### src/reset_source_sequencer_pkg.sv
/*
 * Package for the reset source sequencer: timing counts, reset values and the
 * fixed restart address. Assumes a single system clock domain.
 */
package reset_source_sequencer_pkg;
    localparam int unsigned POWERUP_HOLD_CYCLES = 65536;
    localparam int unsigned HOLD_CNT_W = 17;
    localparam int unsigned WDOG_RESET_CYCLES = 4;
    localparam int unsigned MANUAL_MIN_CYCLES = 4;
    localparam int unsigned RELEASE_MAX_CYCLES = 4;
    localparam logic [15:0] RESTART_ADDR = 16'h8000;
    localparam int unsigned WDCTL_POR_BIT = 7;
    localparam logic [7:0] WDCTL_RESET_VAL = 8'h00;
    localparam logic CLK_SEL_RING = 1'b0;
    localparam int unsigned WDOG_CNT_W = 16;
    localparam logic [15:0] WDOG_TIMEOUT_DEF = 16'hffff;
    localparam logic [15:0] WDOG_WARN_DEF = 16'hc000;
endpackage : reset_source_sequencer_pkg

### src/reset_source_sequencer.sv
/*
 * Reset source sequencer: combines power-on, power-fail, watchdog and manual
 * reset into one core reset with a fixed restart address.
 * Assumes supply comparators are already clean and glitch filtered, and that
 * the reset pin is open-drain with an external pull-up.
 */
// Functional notes
// Power-on reset clears every register; the code sets core_rst_reg and por_flag_reg to one instead.
// Power-on sets watchdog control bit seven.
// Power-on selects ring oscillator clock.
// Power-on release presents restart address 8000h.
// Hold 65536 oscillator cycles after supplies good.
// Hold counter idle during normal operation.
// Power-fail asserts reset during operation.
// Software restarts watchdog before it expires.
// Optional early warning interrupt precedes watchdog reset.
// Watchdog reset lasts four clocks, restart 8000h.
// Manual reset pin held low four clocks.
// Leave reset within four clocks of pin release.
// Open-drain pin driven low during reset; the code releases the pin while in ST_MANUAL.
// OR all sources, release synchronously.
`timescale 1ns/1ps
`default_nettype none
module reset_source_sequencer #(
    parameter int unsigned HOLD_CYCLES = reset_source_sequencer_pkg::POWERUP_HOLD_CYCLES
) (
    input wire logic clk_sys_i,
    input wire logic rst_b_i,
    input wire logic vddc_ok_i,
    input wire logic vddio_ok_i,
    input wire logic power_fail_i,
    input wire logic rst_pin_b_i,
    output logic rst_pin_o,
    output logic rst_pin_oe_o,
    input wire logic wdog_enable_i,
    input wire logic wdog_warn_enable_i,
    input wire logic wdog_restart_i,
    input wire logic wdog_por_flag_clear_i,
    input wire logic [reset_source_sequencer_pkg::WDOG_CNT_W-1:0] wdog_timeout_i,
    input wire logic [reset_source_sequencer_pkg::WDOG_CNT_W-1:0] wdog_warn_i,
    output logic wdog_irq_o,
    output logic [7:0] watchdog_control_o,
    output logic clk_sel_o,
    output logic core_rst_o,
    output logic [15:0] restart_addr_o
);
    import reset_source_sequencer_pkg::*;

    // ----------------------------------------------------------------
    // Input synchronisers.
    // ----------------------------------------------------------------
    logic [2:0] pin_sync_reg, pin_sync_next;
    logic [2:0] pf_sync_reg, pf_sync_next;
    logic [2:0] sup_sync_reg, sup_sync_next;
    logic pin_low_reg, pin_low_next;
    logic pf_reg, pf_next;
    logic sup_ok_reg, sup_ok_next;

    always_comb begin
        pin_sync_next = {pin_sync_reg[1:0], ~rst_pin_b_i};
        pf_sync_next = {pf_sync_reg[1:0], power_fail_i};
        sup_sync_next = {sup_sync_reg[1:0], vddc_ok_i & vddio_ok_i};
        pin_low_next = (pin_sync_reg[2] == pin_sync_reg[1]) ? pin_sync_reg[2] : pin_low_reg;
        pf_next = (pf_sync_reg[2] == pf_sync_reg[1]) ? pf_sync_reg[2] : pf_reg;
        sup_ok_next = (sup_sync_reg[2] == sup_sync_reg[1]) ? sup_sync_reg[2] : sup_ok_reg;
    end

    always_ff @(posedge clk_sys_i or negedge rst_b_i) begin
        if (!rst_b_i) begin
            pin_sync_reg <= 3'h0;
            pf_sync_reg <= 3'h0;
            sup_sync_reg <= 3'h0;
            pin_low_reg <= 1'b0;
            pf_reg <= 1'b0;
            sup_ok_reg <= 1'b0;
        end else begin
            pin_sync_reg <= pin_sync_next;
            pf_sync_reg <= pf_sync_next;
            sup_sync_reg <= sup_sync_next;
            pin_low_reg <= pin_low_next;
            pf_reg <= pf_next;
            sup_ok_reg <= sup_ok_next;
        end
    end

    // ----------------------------------------------------------------
    // Power-up hold and reset state machine.
    // ----------------------------------------------------------------
    typedef enum logic [2:0] {ST_POWERUP, ST_RUN, ST_WDOG, ST_MANUAL, ST_FAIL} seq_state_e;
    seq_state_e state_reg, state_next;
    logic [HOLD_CNT_W-1:0] hold_cnt_reg, hold_cnt_next;
    logic [2:0] wrst_cnt_reg, wrst_cnt_next;
    logic [2:0] man_cnt_reg, man_cnt_next;
    logic wdog_fire;
    logic in_reset;

    always_comb begin
        state_next = state_reg;
        hold_cnt_next = hold_cnt_reg;
        wrst_cnt_next = wrst_cnt_reg;
        man_cnt_next = man_cnt_reg;
        if (rst_pin_oe_o) begin
            man_cnt_next = 3'(MANUAL_MIN_CYCLES);
        end else if (!pin_low_reg) begin
            man_cnt_next = 3'h0;
        end else if (man_cnt_reg != 3'(MANUAL_MIN_CYCLES)) begin
            man_cnt_next = man_cnt_reg + 3'h1;
        end
        unique case (state_reg)
            ST_POWERUP: begin
                if (!sup_ok_reg) begin
                    hold_cnt_next = '0;
                end else if (hold_cnt_reg == HOLD_CNT_W'(HOLD_CYCLES - 1)) begin
                    state_next = ST_RUN;
                end else begin
                    hold_cnt_next = hold_cnt_reg + 1'b1;
                end
            end
            ST_RUN: begin
                if (pf_reg) begin
                    state_next = ST_FAIL;
                end else if (wdog_fire) begin
                    state_next = ST_WDOG;
                    wrst_cnt_next = 3'h0;
                end else if (man_cnt_reg == 3'(MANUAL_MIN_CYCLES - 1) && pin_low_reg) begin
                    state_next = ST_MANUAL;
                end
            end
            ST_WDOG: begin
                wrst_cnt_next = wrst_cnt_reg + 3'h1;
                if (wrst_cnt_reg == 3'(WDOG_RESET_CYCLES - 1)) begin
                    state_next = ST_RUN;
                end
            end
            ST_MANUAL: begin
                if (!pin_low_next) begin
                    state_next = ST_RUN;
                end
            end
            ST_FAIL: begin
                if (!pf_reg) begin
                    state_next = ST_RUN;
                end
            end
            default: begin
                state_next = ST_POWERUP;
            end
        endcase
    end

    always_ff @(posedge clk_sys_i or negedge rst_b_i) begin
        if (!rst_b_i) begin
            state_reg <= ST_POWERUP;
            hold_cnt_reg <= '0;
            wrst_cnt_reg <= 3'h0;
            man_cnt_reg <= 3'h0;
        end else begin
            state_reg <= state_next;
            hold_cnt_reg <= hold_cnt_next;
            wrst_cnt_reg <= wrst_cnt_next;
            man_cnt_reg <= man_cnt_next;
        end
    end

    // ----------------------------------------------------------------
    // Combined reset, pin drive and restart address.
    // ----------------------------------------------------------------
    logic core_rst_reg, core_rst_next;
    logic clk_sel_reg, clk_sel_next;

    assign in_reset = state_next != ST_RUN;

    always_comb begin
        core_rst_next = in_reset;
        clk_sel_next = clk_sel_reg;
    end

    always_ff @(posedge clk_sys_i or negedge rst_b_i) begin
        if (!rst_b_i) begin
            core_rst_reg <= 1'b1;
            clk_sel_reg <= CLK_SEL_RING;
        end else begin
            core_rst_reg <= core_rst_next;
            clk_sel_reg <= clk_sel_next;
        end
    end

    assign core_rst_o = core_rst_reg;
    assign clk_sel_o = clk_sel_reg;
    assign restart_addr_o = RESTART_ADDR;
    assign rst_pin_o = 1'b0;
    assign rst_pin_oe_o = core_rst_reg && state_reg != ST_MANUAL;

    // ----------------------------------------------------------------
    // Watchdog with early warning and power-on flag.
    // ----------------------------------------------------------------
    logic [WDOG_CNT_W-1:0] wdog_cnt_reg, wdog_cnt_next;
    logic wdog_irq_reg, wdog_irq_next;
    logic por_flag_reg, por_flag_next;

    assign wdog_fire = wdog_enable_i && !core_rst_reg && wdog_cnt_reg >= wdog_timeout_i;

    always_comb begin
        wdog_cnt_next = wdog_cnt_reg;
        wdog_irq_next = wdog_irq_reg;
        por_flag_next = por_flag_reg;
        if (core_rst_reg || !wdog_enable_i || wdog_restart_i) begin
            wdog_cnt_next = '0;
            wdog_irq_next = 1'b0;
        end else begin
            wdog_cnt_next = wdog_cnt_reg + 1'b1;
            if (wdog_warn_enable_i && wdog_cnt_reg >= wdog_warn_i) begin
                wdog_irq_next = 1'b1;
            end
        end
        if (state_reg == ST_POWERUP) begin
            por_flag_next = 1'b1;
        end else if (wdog_por_flag_clear_i) begin
            por_flag_next = 1'b0;
        end
    end

    always_ff @(posedge clk_sys_i or negedge rst_b_i) begin
        if (!rst_b_i) begin
            wdog_cnt_reg <= '0;
            wdog_irq_reg <= 1'b0;
            por_flag_reg <= 1'b1;
        end else begin
            wdog_cnt_reg <= wdog_cnt_next;
            wdog_irq_reg <= wdog_irq_next;
            por_flag_reg <= por_flag_next;
        end
    end

    assign wdog_irq_o = wdog_irq_reg;
    always_comb begin
        watchdog_control_o = WDCTL_RESET_VAL;
        watchdog_control_o[WDCTL_POR_BIT] = por_flag_reg;
        watchdog_control_o[0] = wdog_irq_reg;
    end

    // ----------------------------------------------------------------
    // Assertions.
    // ----------------------------------------------------------------
    property p_por_flag;
        @(posedge clk_sys_i) disable iff (!rst_b_i) state_reg == ST_POWERUP |=> por_flag_reg;
    endproperty
    a_por_flag: assert property (p_por_flag) else $error("por flag not set");

    property p_hold;
        @(posedge clk_sys_i) disable iff (!rst_b_i) $fell(core_rst_reg) |->
            $past(state_reg) != ST_POWERUP || $past(hold_cnt_reg) == HOLD_CNT_W'(HOLD_CYCLES - 1);
    endproperty
    a_hold: assert property (p_hold) else $error("reset released during hold");

    property p_hold_idle;
        @(posedge clk_sys_i) disable iff (!rst_b_i) state_reg != ST_POWERUP |-> $stable(hold_cnt_reg);
    endproperty
    a_hold_idle: assert property (p_hold_idle) else $error("hold counter moved");

    property p_fail;
        @(posedge clk_sys_i) disable iff (!rst_b_i) pf_reg && state_reg == ST_RUN |=> core_rst_reg;
    endproperty
    a_fail: assert property (p_fail) else $error("power fail ignored");

    property p_wdog_len;
        @(posedge clk_sys_i) disable iff (!rst_b_i) $rose(state_reg == ST_WDOG) |->
            core_rst_reg[*4] ##1 (!core_rst_reg || pf_reg);
    endproperty
    a_wdog_len: assert property (p_wdog_len) else $error("watchdog reset length wrong");

    property p_manual_exit;
        @(posedge clk_sys_i) disable iff (!rst_b_i) state_reg == ST_MANUAL && rst_pin_b_i |->
            ##[1:4] (!core_rst_reg || pf_reg || !rst_pin_b_i);
    endproperty
    a_manual_exit: assert property (p_manual_exit) else $error("manual exit late");

    property p_pin_drive;
        @(posedge clk_sys_i) disable iff (!rst_b_i) state_reg != ST_RUN && state_reg != ST_MANUAL |->
            rst_pin_oe_o && !rst_pin_o;
    endproperty
    a_pin_drive: assert property (p_pin_drive) else $error("pin not driven low");

    property p_or;
        @(posedge clk_sys_i) disable iff (!rst_b_i) state_reg != ST_RUN |-> core_rst_reg;
    endproperty
    a_or: assert property (p_or) else $error("combined reset missing");

    property p_warn;
        @(posedge clk_sys_i) disable iff (!rst_b_i) wdog_irq_reg && !wdog_restart_i && wdog_enable_i && !core_rst_reg |=>
            wdog_irq_reg || core_rst_reg;
    endproperty
    a_warn: assert property (p_warn) else $error("warning dropped");
endmodule : reset_source_sequencer
`default_nettype wire

### config.mk
export PLATFORM = sky130hd
export DESIGN_NAME = reset_source_sequencer
export DESIGN_NICKNAME = d
export VERILOG_FILES = /design/src/reset_source_sequencer_pkg.sv /design/src/reset_source_sequencer.sv
export SDC_FILE = /design/constraint.sdc
export NUM_CORES = 1
export LEC_CHECK = 0
export BUFFER_PORTS_ARGS = -buffer_cell sky130_fd_sc_hd__clkbuf_2
export CORE_ASPECT_RATIO = 0.8
export CORE_UTILIZATION = 60
export CTS_BUF_LIST = sky130_fd_sc_hd__clkbuf_8
export DETAILED_ROUTE_END_ITERATION = 10
export PLACE_DENSITY = 0.91
export SKIP_CTS_REPAIR_TIMING = 1
export SYNTH_ARGS = -nofsm -noshare
export SYNTH_HDL_FRONTEND = slang
export SYNTH_SLANG_ARGS = --single-unit
### constraint.sdc
create_clock -name clk_sys_i -period 3.99 [get_ports clk_sys_i]
set_input_delay 0.399 -clock clk_sys_i [delete_from_list [all_inputs] [get_ports clk_sys_i]]
set_output_delay 0.399 -clock clk_sys_i [all_outputs]
set_load 0.01 [all_outputs]
## Word level (Yosys, flattened, before mapping)

Cells that the tools add are included.

- Logic and storage cells: 77
- Output and inout port bits: 29
- Register bits after elaboration: 57
- Bits of input ports: 42

- Reduce and logical (&&, ||, !) cells: 15
- $add $sub $neg: 4
- Bitwise gates (word level): 2
- Magnitude comparators: 2
- Muxes and demuxes: 23
- Equality and inequality tests: 17

Operators with widths:

| operator | count |
|---|---|
| two-way mux 3 bit | 13 |
| two-way mux 17 bit | 2 |
| >= comparator 16 bit | 2 |
| adder 17 x 1 -> 17 bit (second input constant) | 1 |
| equality test 17 x 16 -> 1 bit (second input constant) | 1 |
| adder 16 x 1 -> 16 bit (second input constant) | 1 |
| two-way mux 16 bit | 1 |
| case mux 3 bit (5 select lines) | 1 |
| equality test 3 x 2 -> 1 bit (second input constant) | 4 |
| adder 3 x 1 -> 3 bit (second input constant) | 2 |
| != test 2 bit (second input constant) | 3 |
| != test 3 x 2 -> 1 bit (second input constant) | 2 |
| case mux 3 bit (2 select lines) | 1 |
| nonzero test 2 bit | 3 |
| logical AND 1 bit | 5 |
| two-way mux 1 bit | 5 |
| equality test 1 bit | 3 |
| equality test 3 x 1 -> 1 bit (second input constant) | 1 |
| equality test 3 bit (second input constant) | 1 |
| zero test 3 bit | 1 |
| != test 3 x 1 -> 1 bit (second input constant) | 1 |
| != test 3 bit (second input constant) | 1 |
| AND reduction 3 bit | 1 |
| zero test 1 bit | 2 |
| 4 further kinds | 5 |

## Depth between registers and ports, before layout

- Word-level depth: 7
- Depth in mapped cells: 11
- Depth with buffers taken out: 11

## Worst setup path before layout

Ideal clock, no wire load.

- Path type: reg2reg
- From: register hold_cnt_reg[8]
- To: register hold_cnt_reg[11]
- Setup time: 78 ps
- Slack: 1379 ps
- Data required time: 3912 ps
- Buffers on the path: 1
- Stages on the path, launching flop included: 12
- Period minus slack after synthesis: 2611 ps
- Data arrival time: 2533 ps
- Path through: dfrtp_1 -> and3_1 -> and3_1 -> nand4_1 -> nor3_1 -> ha_1 -> a2111oi_4 -> and3_4 -> nand2b_2 -> buf_6 -> or3_1 -> a21oi_1

- Longest elaborated chain between the ends: 3
- Elaborated cells on any way between the ends: 6
- Those cells by class: add/sub (1); eq/ne (2); mux (2); reduce/logical (1)

RTL lines:

| what | RTL line | RTL |
|---|---|---|
| start: declaration | reset_source_sequencer.sv:91 | `logic [HOLD_CNT_W-1:0] hold_cnt_reg, hold_cnt_next;` |
| start signal: assignment | reset_source_sequencer.sv:159 | `hold_cnt_reg <= hold_cnt_next;` |
| adder 17 x 1 -> 17 bit / equality test 17 x 16 -> 1 bit (equally long branches) | reset_source_sequencer.sv:116, reset_source_sequencer.sv:113 |  |
| two-way mux 17 bit / != test 2 bit (equally long branches) | n/a |  |
| two-way mux 17 bit / AND reduction 2 bit (equally long branches) | n/a |  |

Several ways; a longest one is shown, not always the timed one. The select of a mux whose other input is x is not followed.
A chain may end at the register's enable or synchronous reset.

## Worst setup path in the final report

- From: register hold_cnt_reg[8]
- To: register hold_cnt_reg[9]

The elaborated chain is that of the path after synthesis.

==> results by group <==
Outcome
  • Run status: finished, final reports clean

STA
  • Final Setup Violations: 0
  • Final Worst Setup Slack: 1.21 ns
  • Final Hold Viols: 0
  • Slew @ Worst Pin: 0.702 ns
  • Crit path time final: 2.78 ns
  • Final Skew: 0.00540 ns
  • Slew HR: 53.2%
  • Unrepaired setup endpoints after global routing: no
  • Hold slack: 0.162 ns
  • Final setup TNS: 0 ns
  • Maximum clock rate: 360 MHz
  • Max-slew violation count: 0
  • Period utilization: 69.6%

Cells and area
  • Fin nets: 512
  • Post-route cell area: 3930 sq um
  • Fill cell count: 410
  • ANT cells: 0
  • Area Growth Syn to Fin: 10.7%
  • Layout Cells excl Fill: 513
  • Commonest cells after routing, fill and taps aside: 55 x dfrtp_1, 48 x inv_1, 46 x clkbuf_2
  • Number of flip-flops in the largest register: 17
  • Commonest non-fill, non-tap cell in the layout: dfrtp_1
  • Share of cells above drive strength 1: 16.1%
  • Final design utilization: 70.4%

Critical path
  • Worst path max stage delay: 0.60 ns
  • CP top delay family: simple AND/OR/NAND/NOR gates
  • CP Max Fanout: 10
  • CP arrival: 3.04 ns
  • Critical Path Most Common Cell: and3_1
  • Worst setup path startpoint: hold_cnt_reg[8]
  • Crit path kind: reg2reg
  • Worst Path Buf+Inv: 0
  • Slowest-stage cell, CP: a2111oi_4
  • CP Data Required Time: 4.26 ns
  • Cell chain of the critical path: and3_1 > and3_1 > nand4_1 > nor3_1 > ha_1 > a2111oi_4 > and3_4 > nand2b_2 > or3_1 > a21oi_1
  • Startpoint class of the critical path: flop
  • Element type at the critical path end: flop
  • Worst reg2reg startpoint: hold_cnt_reg[8]

Routing
  • Average routed wire per standard cell: 13.0 microns
  • Residual DRC count: 0
  • Vias/cell: 5.22
  • Initial DRC count: 129
  • Via count: 2679
  • DRT Wirelength: 6670 microns
  • Number of nets with antenna violations after routing: 0
  • First-pass iteration count of the detailed router: 4

Power and ir drop
  • Max IR drop VDD: 0.273 mV
  • Power, Total: 1.41 mW
  • Cell Pwr Density: 359 nW/um^2
  • Static Leakage: 2.03 nW

Worst hold path
  • Min-Delay Path Class: in2reg
  • HP Start: power_fail_i

Global route
  • Vias in the first global route: 2613
  • Tot GR Track Use: 24.3%
  • Met1 Usage GRT: 29.9%
  • Largest net degree at the start of global routing: 58
  • First-pass GRT wire length: 11300 microns
  • Initial antenna violation count: 0
  • Total grt overflow: 0
  • Met2 Use GR: 39.6%
  • GR peak layer: met2
  • Met3 Usage GRT: 8.98%

Place
  • Post-DP Area: 3730 sq um
  • Cells after DPL: 497
  • Pre-CTS setup slack: 1.21 ns
  • HPWL after DPL: 4830 microns
  • # port buffers: 46
  • Routability cong.: 0.758

Logic synthesis
  • Mapped Cells: 383
  • Post-synth EDFFs: 0
  • Post-Syn Area per Cell: 9.27 sq um
  • Synth warn: 0
  • Asr flop ratio synth: 100%
  • Synth Flop Type: dfrtp_1
  • Post-Syn Area: 3550 sq um
  • Yosys reg bits: 57
  • Netlist cell types: 46
  • Register area share after synthesis: 40.2%

Die
  • Die Wd: 88.0 microns
  • Starting density of the core: 63.6%
  • Die Span Y: 70.8 microns
  • Std cell rows: 24
  • Top-Level Pins: 71
  • Die Footprint: 6230 sq um
  • Placeable core region: 5590 sq um

Run
  • Max Cap Violations: 0

CTS
  • CTS Root Cell: clkbuf_8
  • H-tree level count: 3
  • CTS tree: done
  • Worst-Skew Late Latency: 0.34 ns
  • Clock Tree Buf Depth: 2
  • Worst-path clk slew: 0.06 ns
  • Clock sink count: 57
  • Cts bufs inserted: 9
==> kinds of logic (layout without fill, tap and decap cells) <==
kind of cell,Yosys count,count (layout),synth area share [%]
AND/OR/NAND/NOR,118,118,16.5
buffers and inverters,80,110,11.7
AO/OA/AOI/OAI,58,58,10.1
flip-flops,57,57,40.2
adder cells (fa/ha/maj),43,43,14.9
XOR/XNOR,24,24,5.92
other,2,24,0.211
multiplexers,1,1,0.317
==> synth_stat cells (2+ instances only) <==
cell type	n	area share, %
and3_1	5	0.88
conb_1	2	0.21
dfstp_2	2	1.5
o32ai_1	2	0.49
nand2_1	33	3.5
xnor2_1	5	1.2
nor3_1	4	0.56
a211oi_1	3	0.63
nand2b_1	7	1.2
inv_1	46	4.9
a21o_1	3	0.63
o22ai_1	2	0.35
nor2_1	29	3.1
buf_4	26	5.5
buf_2	2	0.28
ha_1	40	14
nand3_1	12	1.7
maj3_1	3	0.85
o21ai_0	16	2.3
xor2_1	19	4.7
clkbuf_1	4	0.42
or3_1	7	1.2
o21a_1	3	0.63
and4_1	2	0.49
a21oi_1	23	3.2
nand4_1	7	1.2
dfrtp_1	55	39
buf_6	2	0.63
nor2b_1	2	0.35
==> power breakdown <==
group	switching [mW]	leakage (nW)	internal, mW	total [mW]
logic	0.136	1.17	0.0929	0.229
registers	0.0358	0.747	0.611	0.647
clock network	0.219	0.112	0.315	0.535
==> layout make-up <==
| type | count | area, sq um | area share [%] |
|---|---|---|---|
| repair buffers | 48 | 245 | 6.24 |
| flip-flops and latches | 57 | 1430 | 36.3 |
| multi-input cells | 268 | 1790 | 45.5 |
| clock buffers | 11 | 151 | 3.85 |
| inverters | 46 | 173 | 4.39 |
| clock inverters | 5 | 47.5 | 1.21 |
| well taps | 78 | 97.6 | 2.48 |
==> per-layer routing <==
metal	vias up	routed length (microns)	share of wire [%]
met2	86	3170	47
met3	13	388	5.8
met5	-	0	0
met1	1252	3000	45
li1	1328	-	-
met4	0	114	1.7
==> worst register-to-register path: cells and delay by family (launching register included) <==
family / cells / cell delay (ns)
and+or+nand+nor: 7 / 1.33
AOI/OAI and AO/OA: 2 / 0.74
DFF: 1 / 0.40
adders and majority gates: 1 / 0.22
==> final timing paths <==
path	to	slack, ns	depth (start not counted)
min in group asynchronous	hold_cnt_reg[14]	0.19	2
setup / recovery	hold_cnt_reg[9]	1.21	10
setup reg to reg	hold_cnt_reg[9]	1.21	10
hold / removal	pf_sync_reg[0]	0.16	1
hold reg to reg	pin_sync_reg[1]	0.35	0
max in group asynchronous	man_cnt_reg[2]	3.34	2
Note: power is estimated with default switching activity, not from simulation.
